===== src/dwg_pkg.sv =====
// Package with register map, field layout and shared types of the waveform source selector.
package dwg_pkg;

    // ****************************************
    // Register map
    // ****************************************
    localparam logic [7:0]  ADDR_SEL_CH3_CH4 = 8'h26;
    localparam logic [7:0]  ADDR_SEL_CH1_CH2 = 8'h27;
    localparam logic [7:0]  ADDR_TIMEBASE    = 8'h28;

    localparam logic [15:0] SEL_CH3_CH4_RST  = 16'h0101;
    localparam logic [15:0] SEL_CH1_CH2_RST  = 16'h0101;
    localparam logic [15:0] TIMEBASE_RST     = 16'h0111;
    localparam logic [15:0] SEL_CH3_CH4_MASK = 16'h3333;
    localparam logic [15:0] SEL_CH1_CH2_MASK = 16'h3F3F;
    localparam logic [15:0] TIMEBASE_MASK    = 16'h0FFF;

    // ****************************************
    // Field positions
    // ****************************************
    localparam int SRC_LO_POS     = 0;
    localparam int SRC_HI_POS     = 8;
    localparam int BUILTIN_LO_POS = 4;
    localparam int BUILTIN_HI_POS = 12;
    localparam int SUM13_POS      = 2;
    localparam int FORCE3_POS     = 3;
    localparam int SUM24_POS      = 10;
    localparam int FORCE4_POS     = 11;
    localparam int HOLD_POS       = 8;
    localparam int PERIOD_POS     = 4;
    localparam int DELAY_POS      = 0;

    localparam int unsigned NCH = 4;

    typedef enum logic [1:0] {
        SRC_RAM       = 2'h0,
        SRC_BUILTIN   = 2'h1,
        SRC_GATED     = 2'h2,
        SRC_MODULATED = 2'h3
    } dwg_src_t;

    typedef enum logic [1:0] {
        BLT_CONSTANT = 2'h0,
        BLT_RAMP     = 2'h1,
        BLT_NOISE    = 2'h2,
        BLT_SYNTH    = 2'h3
    } dwg_builtin_t;

    // Sample word of all four channels, index 0 is channel 1.
    typedef struct packed {
        logic [3:0][11:0] ch;
    } dwg_frame_t;

    // Decoded per-channel configuration.
    typedef struct packed {
        dwg_src_t     src;
        dwg_builtin_t blt;
    } dwg_chcfg_t;

endpackage


===== src/dwg_source_select.sv =====
// Waveform source selector and pattern timebase for a four-channel waveform generator.
//
// Notes on behaviour
// - The source selector picks RAM, builtin, gated builtin or RAM-modulated builtin.
// - Channel 4 source selector sits at bits 9:8 of the ch3/ch4 register, reset 1.
// - Channel 3 source selector sits at bits 1:0 of the ch3/ch4 register, reset 1.
// - Channel 2 and 1 source selectors sit at bits 9:8 and 1:0 of ch1/ch2, reset 1.
// - The builtin selector picks constant, ramp, noise or synthesizer.
// - Builtin selectors sit at bits 13:12 and 5:4 and reset to constant.
// - Bit 11 of the ch1/ch2 register forces channel 4 to its constant level.
// - Bit 3 of the ch1/ch2 register forces channel 3 to its constant level.
// - With the 2+4 sum bit set channel 2 outputs ch2 plus ch4, channel 4 unchanged.
// - With the 1+3 sum bit set channel 1 outputs ch1 plus ch3, channel 3 unchanged.
// - Hold field 11:8 keeps each RAM sample that many clocks, zero meaning 16, reset 1.
// - Period scale field 7:4 gives clocks per period count, zero meaning 16, reset 1.
// - Delay scale field 3:0 gives clocks per delay count, zero meaning 16, reset 1.
// - Constant levels are 12-bit two's complement at bits 15:4 of their registers.
// - Playback runs only while the run bit is set.
`timescale 1ns/1ns
`default_nettype none
module dwg_source_select (
    input  wire logic               mclk,
    input  wire logic               rst,
    input  wire logic               cfg_wr,
    input  wire logic               cfg_rd,
    input  wire logic [7:0]         cfg_addr,
    input  wire logic [15:0]        cfg_wdata,
    output logic      [15:0]        cfg_rdata,
    input  wire logic               run,
    input  wire logic [3:0][15:0]   fixed_level_reg,
    input  wire logic [3:0][15:0]   launch_delay,
    input  wire logic [15:0]        pattern_period,
    input  wire dwg_pkg::dwg_frame_t ram_data,
    input  wire dwg_pkg::dwg_frame_t ramp_data,
    input  wire dwg_pkg::dwg_frame_t synth_data,
    output logic                    ram_advance,
    output logic                    out_valid,
    input  wire logic               out_ready,
    output dwg_pkg::dwg_frame_t     out_data,
    output logic                    pattern_active
);

    // ****************************************
    // Configuration registers
    // ****************************************
    logic [15:0] sel34_r;
    logic [15:0] sel12_r;
    logic [15:0] tb_r;

    always_ff @(posedge mclk or posedge rst) begin
        if (rst) begin
            sel34_r <= dwg_pkg::SEL_CH3_CH4_RST;
            sel12_r <= dwg_pkg::SEL_CH1_CH2_RST;
            tb_r    <= dwg_pkg::TIMEBASE_RST;
        end else if (cfg_wr) begin
            if (cfg_addr == dwg_pkg::ADDR_SEL_CH3_CH4) begin
                sel34_r <= cfg_wdata & dwg_pkg::SEL_CH3_CH4_MASK;
            end else if (cfg_addr == dwg_pkg::ADDR_SEL_CH1_CH2) begin
                sel12_r <= cfg_wdata & dwg_pkg::SEL_CH1_CH2_MASK;
            end else if (cfg_addr == dwg_pkg::ADDR_TIMEBASE) begin
                tb_r <= cfg_wdata & dwg_pkg::TIMEBASE_MASK;
            end
        end
    end

    always_ff @(posedge mclk or posedge rst) begin
        if (rst) begin
            cfg_rdata <= 16'h0000;
        end else if (cfg_rd) begin
            if (cfg_addr == dwg_pkg::ADDR_SEL_CH3_CH4) begin
                cfg_rdata <= sel34_r;
            end else if (cfg_addr == dwg_pkg::ADDR_SEL_CH1_CH2) begin
                cfg_rdata <= sel12_r;
            end else if (cfg_addr == dwg_pkg::ADDR_TIMEBASE) begin
                cfg_rdata <= tb_r;
            end else begin
                cfg_rdata <= 16'h0000;
            end
        end
    end

    // Decoded fields; index 0 is channel 1.
    dwg_pkg::dwg_chcfg_t [3:0] cfg;
    always_comb begin
        cfg[0].src = dwg_pkg::dwg_src_t'(sel12_r[dwg_pkg::SRC_LO_POS +: 2]);
        cfg[1].src = dwg_pkg::dwg_src_t'(sel12_r[dwg_pkg::SRC_HI_POS +: 2]);
        cfg[2].src = dwg_pkg::dwg_src_t'(sel34_r[dwg_pkg::SRC_LO_POS +: 2]);
        cfg[3].src = dwg_pkg::dwg_src_t'(sel34_r[dwg_pkg::SRC_HI_POS +: 2]);
        cfg[0].blt = dwg_pkg::dwg_builtin_t'(sel12_r[dwg_pkg::BUILTIN_LO_POS +: 2]);
        cfg[1].blt = dwg_pkg::dwg_builtin_t'(sel12_r[dwg_pkg::BUILTIN_HI_POS +: 2]);
        cfg[2].blt = dwg_pkg::dwg_builtin_t'(sel34_r[dwg_pkg::BUILTIN_LO_POS +: 2]);
        cfg[3].blt = dwg_pkg::dwg_builtin_t'(sel34_r[dwg_pkg::BUILTIN_HI_POS +: 2]);
    end

    wire logic force3 = sel12_r[dwg_pkg::FORCE3_POS];
    wire logic force4 = sel12_r[dwg_pkg::FORCE4_POS];
    wire logic sum13  = sel12_r[dwg_pkg::SUM13_POS];
    wire logic sum24  = sel12_r[dwg_pkg::SUM24_POS];

    // Turns a four-bit count field into a period, zero meaning 16.
    function automatic logic [4:0] scale_of(input logic [3:0] f);
        scale_of = (f == 4'h0) ? 5'h10 : {1'b0, f};
    endfunction

    // ****************************************
    // Timebase
    // ****************************************
    logic [4:0]  hold_cnt_r;
    logic [4:0]  pbase_cnt_r;
    logic [4:0]  dbase_cnt_r;
    logic [15:0] period_cnt_r;
    logic [15:0] delay_cnt_r;
    logic        stall;
    wire logic [4:0] hold_len  = scale_of(tb_r[dwg_pkg::HOLD_POS +: 4]);
    wire logic [4:0] pbase_len = scale_of(tb_r[dwg_pkg::PERIOD_POS +: 4]);
    wire logic [4:0] dbase_len = scale_of(tb_r[dwg_pkg::DELAY_POS +: 4]);
    wire logic hold_done  = (hold_cnt_r + 5'h01 >= hold_len);
    wire logic pbase_tick = (pbase_cnt_r + 5'h01 >= pbase_len);
    wire logic dbase_tick = (dbase_cnt_r + 5'h01 >= dbase_len);
    wire logic period_end = pbase_tick && (period_cnt_r + 16'h0001 >= pattern_period);

    // Holds each RAM sample hold_len clocks, then pulses the address advance.
    always_ff @(posedge mclk or posedge rst) begin
        if (rst) begin
            hold_cnt_r  <= 5'h00;
            ram_advance <= 1'b0;
        end else if (!run) begin
            hold_cnt_r  <= 5'h00;
            ram_advance <= 1'b0;
        end else if (!stall) begin
            hold_cnt_r  <= hold_done ? 5'h00 : hold_cnt_r + 5'h01;
            ram_advance <= hold_done;
        end else begin
            ram_advance <= 1'b0;
        end
    end

    // Pattern period and start delay counters, in scaled units.
    always_ff @(posedge mclk or posedge rst) begin
        if (rst) begin
            pbase_cnt_r  <= 5'h00;
            dbase_cnt_r  <= 5'h00;
            period_cnt_r <= 16'h0000;
            delay_cnt_r  <= 16'h0000;
        end else if (!run) begin
            pbase_cnt_r  <= 5'h00;
            dbase_cnt_r  <= 5'h00;
            period_cnt_r <= 16'h0000;
            delay_cnt_r  <= 16'h0000;
        end else if (!stall) begin
            pbase_cnt_r <= pbase_tick ? 5'h00 : pbase_cnt_r + 5'h01;
            dbase_cnt_r <= (dbase_tick || period_end) ? 5'h00 : dbase_cnt_r + 5'h01;
            if (period_end) begin
                period_cnt_r <= 16'h0000;
                delay_cnt_r  <= 16'h0000;
            end else begin
                if (pbase_tick) begin
                    period_cnt_r <= period_cnt_r + 16'h0001;
                end
                if (dbase_tick && delay_cnt_r != 16'hFFFF) begin
                    delay_cnt_r <= delay_cnt_r + 16'h0001;
                end
            end
        end
    end

    // ****************************************
    // Pseudorandom generator
    // ****************************************
    logic [15:0] lfsr_r;
    always_ff @(posedge mclk or posedge rst) begin
        if (rst) begin
            lfsr_r <= 16'hACE1;
        end else if (run && !stall) begin
            lfsr_r <= {lfsr_r[14:0], lfsr_r[15] ^ lfsr_r[13] ^ lfsr_r[12] ^ lfsr_r[10]};
        end
    end

    // ****************************************
    // Source selection
    // ****************************************
    function automatic logic [11:0] level_of(input logic [15:0] r);
        level_of = r[15:4];
    endfunction

    // Signed 12-bit product of two samples, keeping bits 22:11 of the full product.
    function automatic logic [11:0] modulate(input logic [11:0] a, input logic [11:0] b);
        logic signed [23:0] p;
        p = $signed(a) * $signed(b);
        modulate = p[22:11];
    endfunction

    function automatic logic [11:0] sat_add(input logic [11:0] a, input logic [11:0] b);
        logic signed [12:0] s;
        s = $signed({a[11], a}) + $signed({b[11], b});
        if (s > 13'sh07FF) begin
            sat_add = 12'h7FF;
        end else if (s < -13'sh0800) begin
            sat_add = 12'h800;
        end else begin
            sat_add = s[11:0];
        end
    endfunction

    dwg_pkg::dwg_frame_t chan;
    dwg_pkg::dwg_frame_t mixed;
    always_comb begin
        for (int i = 0; i < 4; i++) begin
            logic [11:0] blt;
            blt = 12'h000;
            case (cfg[i].blt)
                dwg_pkg::BLT_CONSTANT: blt = level_of(fixed_level_reg[i]);
                dwg_pkg::BLT_RAMP:     blt = ramp_data.ch[i];
                dwg_pkg::BLT_NOISE:    blt = lfsr_r[11:0];
                default:               blt = synth_data.ch[i];
            endcase
            case (cfg[i].src)
                dwg_pkg::SRC_RAM:     chan.ch[i] = ram_data.ch[i];
                dwg_pkg::SRC_BUILTIN: chan.ch[i] = blt;
                dwg_pkg::SRC_GATED:   chan.ch[i] = (delay_cnt_r >= launch_delay[i]) ? blt : 12'h000;
                default:              chan.ch[i] = modulate(blt, ram_data.ch[i]);
            endcase
        end
        if (force3) begin
            chan.ch[2] = level_of(fixed_level_reg[2]);
        end
        if (force4) begin
            chan.ch[3] = level_of(fixed_level_reg[3]);
        end
        mixed = chan;
        if (sum13) begin
            mixed.ch[0] = sat_add(chan.ch[0], chan.ch[2]);
        end
        if (sum24) begin
            mixed.ch[1] = sat_add(chan.ch[1], chan.ch[3]);
        end
    end

    // ****************************************
    // Two-entry output buffer
    // ****************************************
    // The output register takes a frame straight from the mixer while the buffer is empty,
    // so a receiver that stays ready gets one frame per clock and the timebase never stalls.
    dwg_pkg::dwg_frame_t buf_r [2];
    logic [1:0] count_r;
    logic       rd_idx_r;
    logic       wr_idx_r;
    wire logic in_valid = run;
    wire logic in_ready = (count_r != 2'h2);
    wire logic push     = in_valid && in_ready;
    wire logic take     = !out_valid || out_ready;
    wire logic deq      = take && (count_r != 2'h0);
    wire logic bypass   = take && (count_r == 2'h0) && push;
    wire logic enq      = push && !bypass;
    assign stall = !in_ready;

    always_ff @(posedge mclk or posedge rst) begin
        if (rst) begin
            buf_r[0] <= '0;
            buf_r[1] <= '0;
            count_r  <= 2'h0;
            rd_idx_r <= 1'b0;
            wr_idx_r <= 1'b0;
        end else begin
            if (enq) begin
                buf_r[wr_idx_r] <= mixed;
                wr_idx_r <= ~wr_idx_r;
            end
            if (deq) begin
                rd_idx_r <= ~rd_idx_r;
            end
            count_r <= count_r + {1'b0, enq} - {1'b0, deq};
        end
    end

    // Output stage loads the oldest buffered frame first, else the fresh one.
    always_ff @(posedge mclk or posedge rst) begin
        if (rst) begin
            out_valid      <= 1'b0;
            out_data       <= '0;
            pattern_active <= 1'b0;
        end else begin
            pattern_active <= run;
            if (take) begin
                if (count_r != 2'h0) begin
                    out_valid <= 1'b1;
                    out_data  <= buf_r[rd_idx_r];
                end else if (push) begin
                    out_valid <= 1'b1;
                    out_data  <= mixed;
                end else begin
                    out_valid <= 1'b0;
                end
            end
        end
    end
endmodule
`default_nettype wire


===== config.mk =====
export PLATFORM = sky130hd
export DESIGN_NAME = dwg_source_select
export DESIGN_NICKNAME = d
export VERILOG_FILES = /design/src/dwg_pkg.sv /design/src/dwg_source_select.sv
export SDC_FILE = /design/constraint.sdc
export NUM_CORES = 2
export LEC_CHECK = 0
export BUFFER_PORTS_ARGS = -buffer_cell sky130_fd_sc_hd__buf_2
export CELL_PAD_IN_SITES_DETAIL_PLACEMENT = 2
export CELL_PAD_IN_SITES_GLOBAL_PLACEMENT = 2
export CORE_ASPECT_RATIO = 0.5
export CORE_UTILIZATION = 42
export DETAILED_ROUTE_END_ITERATION = 6
export PLACE_DENSITY = 0.95
export SYNTH_ARGS = -nofsm -noshare
export SYNTH_HDL_FRONTEND = slang
export SYNTH_SLANG_ARGS = --single-unit
export TNS_END_PERCENT = 100

===== constraint.sdc =====
create_clock -name mclk -period 16.8 [get_ports mclk]
set_input_delay 2.52 -clock mclk [delete_from_list [all_inputs] [get_ports mclk]]
set_output_delay 2.52 -clock mclk [all_outputs]
set_load 0.01 [all_outputs]

==> results.py <==
metrics = {
    "synth": {
        "ys_seq_area_share_pct": 17.1,
        "synth_top_family_by_area": "adder cells",
        "avgSynthCellArea_um2": 8.98,
        "synth_top_area_share_pct": 27.8,
        "synth_edf_count": 0,
        "synth_top_area_cell": "fa_1",
        "synth_fa_ha_area_share_pct": 38.2,
        "synth_flop_cell": "dfrtp_1",
        "synth-xor-area-share_pct": 3.15,
        "muxShareOfSynthArea_pct": 5.43,
        "synth_seq_cells": 260,
        "syn_area_mm2": 0.0381,
        "yosysWarningCount": 0,
        "synth_cell_type_count": 84,
        "synth_compound_area_share_pct": 11.8,
        "synthTopCellsByArea": "fa_1, dfrtp_1, ha_1, inv_1, nand2_1",
        "synth_simple_gate_area_share_pct": 14.5,
        "async_reset_ff_share_pct": 100,
        "synthCells": 4247,
    },
    "clock_network": {
        "cts_setup_buffers": 0,
        "cts.reportedPaths.clkPinSlew_ps": 80,
        "ctsLongestPathBuffers": 3,
        "clk_latency_ps": 640,
        "ctsResizeCount": 0,
        "cts_hold_buf": 0,
        "h-tree-depth": 1,
        "clock-sinks": 260,
        "ctsRootBufferMaster": "clkbuf_16",
        "numCtsBuffers": 29,
        "cts_tree": "built",
    },
    "cells_and_area": {
        "final_net_count": 5620,
        "n_fill_cell": 9459,
        "syn_to_final_growth_pct": 10.4,
        "final_cell_count_no_fill": 5732,
        "final_layout_size_suffix_gt1_share_pct": 13.1,
        "seq_area_mm2": 0.00653,
        "mostFrequentLayoutCells": "inv_1, nand2_1, fa_1",
        "final_common_cell": "inv_1",
        "multiInputGateArea_mm2": 0.0279,
    },
    "floorplanning": {
        "die_x_um": 428,
        "fp-row-count": 77,
        "core_area_mm2": 0.0891,
        "die_area_mm2": 0.0921,
        "io_pins": 385,
        "initial_core_util_pct": 42.8,
        "die_h_um": 215,
    },
    "critical_path": {
        "cp.arrival_ps": 14290,
        "path_common_cell": "inv_1",
        "cp_slowest_cell": "o41ai_1",
        "worstSetupPathType": "primary input to register",
        "crit_path_start_kind": "primary input",
        "endpoint_kind": "register",
        "crit_fanout": 13,
        "slowest_delay_ps": 990,
        "worstPathRequired_ps": 17230,
    },
    "routing": {
        "drc": 35,
        "dr.first_iter.drc_count": 6551,
        "drt_wl_total_um": 253000,
        "drtPass1Iterations": 7,
        "ant_nets": 0,
        "via_count": 41600,
        "viasPerCell": 7.26,
        "wire_per_inst_um": 44.2,
    },
    "timing": {
        "setup_tns_ps": 0,
        "slew_headroom_pct": -56.5,
        "tightest_slew_ps": 2330,
        "maxSlewViolCount": 37,
        "post-route-period-util_pct": 82.5,
        "skew_ps": 34.2,
        "rsz0062_at_grt": "no",
        "hold_violations": 0,
        "max_freq_ghz": 0.0722,
        "min_period_ps": 13850,
        "setup_violations": 0,
    },
    "grt": {
        "gr-max-usage-layer": "met2",
        "gr-usage-all-layers_pct": 47.0,
        "grt_pass1_wl_um": 316000,
        "gr-total-overflow": 0,
        "antenna_found_initial": 43,
        "met3_usage_pct": 16.5,
        "grt_use_met1_pct": 51.5,
        "grt_max_degree": 152,
        "grt_pass1_vias": 43600,
        "met2_usage_pct": 73.7,
    },
    "placed_design": {
        "port_buffers": 364,
        "gp_congestion": 0.926,
        "hpwlAfterDp_um": 143000,
        "dp.cells": 5616,
    },
    "run_status": {
        "outcome": "finished with violations",
        "violations": "design-rule violations, max-capacitance violations, max-slew violations",
    },
    "hold_path": {
        "hold_class": "register to register",
    },
    "run": {
        "drv_cap": 4,
    },
}
-- metal layers --
layer	wire (um)	part of all wire, %
met5	701	0.28
met3	36900	15
met1	78600	31
met4	31100	12
met2	106000	42
-- kinds of logic after synthesis --
family | Yosys count
simple gates | 1189
buf+inv | 998
fa+ha+maj | 848
compound gates | 674
flops | 260
mux | 140
xor+xnor | 137
other cells | 1
-- registers in the layout, summed over array words and instances (netlist names), 5 cells and up --
register,flops
lfsr_r,16
out_data,48
sel34_r,8
delay_cnt_r,16
pbase_cnt_r,5
dbase_cnt_r,5
cfg_rdata,14
period_cnt_r,16
tb_r,12
sel12_r,12
hold_cnt_r,5
buf_r,96
-- cells in the mapped netlist, types with 15 or more instances --
cell type    n
nand2_1    594
fa_1       530
inv_1      785
xor2_1      44
dfrtp_1    245
a221oi_1    21
a221o_1     19
clkbuf_1   195
and3_1      27
nor2b_1     22
dfstp_2     15
mux4_2      48
mux2i_1     52
o211ai_1    19
o31ai_1     15
mux2_2      37
o21a_1      27
xnor2_1     93
nand2b_1    39
a31oi_1     17
a211oi_1    32
o21ai_0    196
a21oi_1    134
nand3_1     51
a21o_1      48
nor2_1     150
nor3_1      44
and2_1     204
ha_1       310
a32o_1      16
-- worst paths after layout --
check                            endpoint  depth (start not counted)                 from  slack [ps]
max in group asynchronous       buf_r[10]                          3                  rst       13090
worst min register to register  buf_r[82]                          2            buf_r[82]         500
worst max-delay path             buf_r[8]                         32  fixed_level_reg[36]        2950
worst max register to register   buf_r[8]                         31           sel34_r[4]        2970
worst min-delay path            buf_r[82]                          2            buf_r[82]         500
min in group asynchronous         tb_r[7]                          2                  rst        2120
-- metrics by stage --
step	util, %	instance area [um2]	hold WS [ps]	setup WS, ps
after floorplan	-	38200	438	6410
after global placement	45.9	40900	448	4970
after detailed placement	45.9	40900	482	4320
after CTS	47.1	41900	505	4110
after global routing	47.1	42000	536	2460
final	47.2	42100	502	2950
-- layout make-up --
| cell class | instances | share of cell area, % |
|---|---|---|
| well taps | 1185 | 3.52 |
| flip-flops and latches | 260 | 15.5 |
| clock buffers | 41 | 2.04 |
| diodes | 62 | 0.368 |
| inverters | 789 | 7.05 |
| clock inverters | 13 | 0.389 |
| repair buffers | 392 | 4.86 |
| multi-input cells | 2990 | 66.3 |
-- worst max-delay path, delay by kind of cell --
family / cells / cell delay [ps]
xor+xnor: 1 / 220
buf+inv: 6 / 620
mux: 1 / 510
simple gates: 4 / 1230
compound gates: 13 / 5720
fa+ha+maj: 7 / 3410
Power is not shown: default switching activity piles up to over one toggle a cycle in this logic, so the estimate is an artifact.
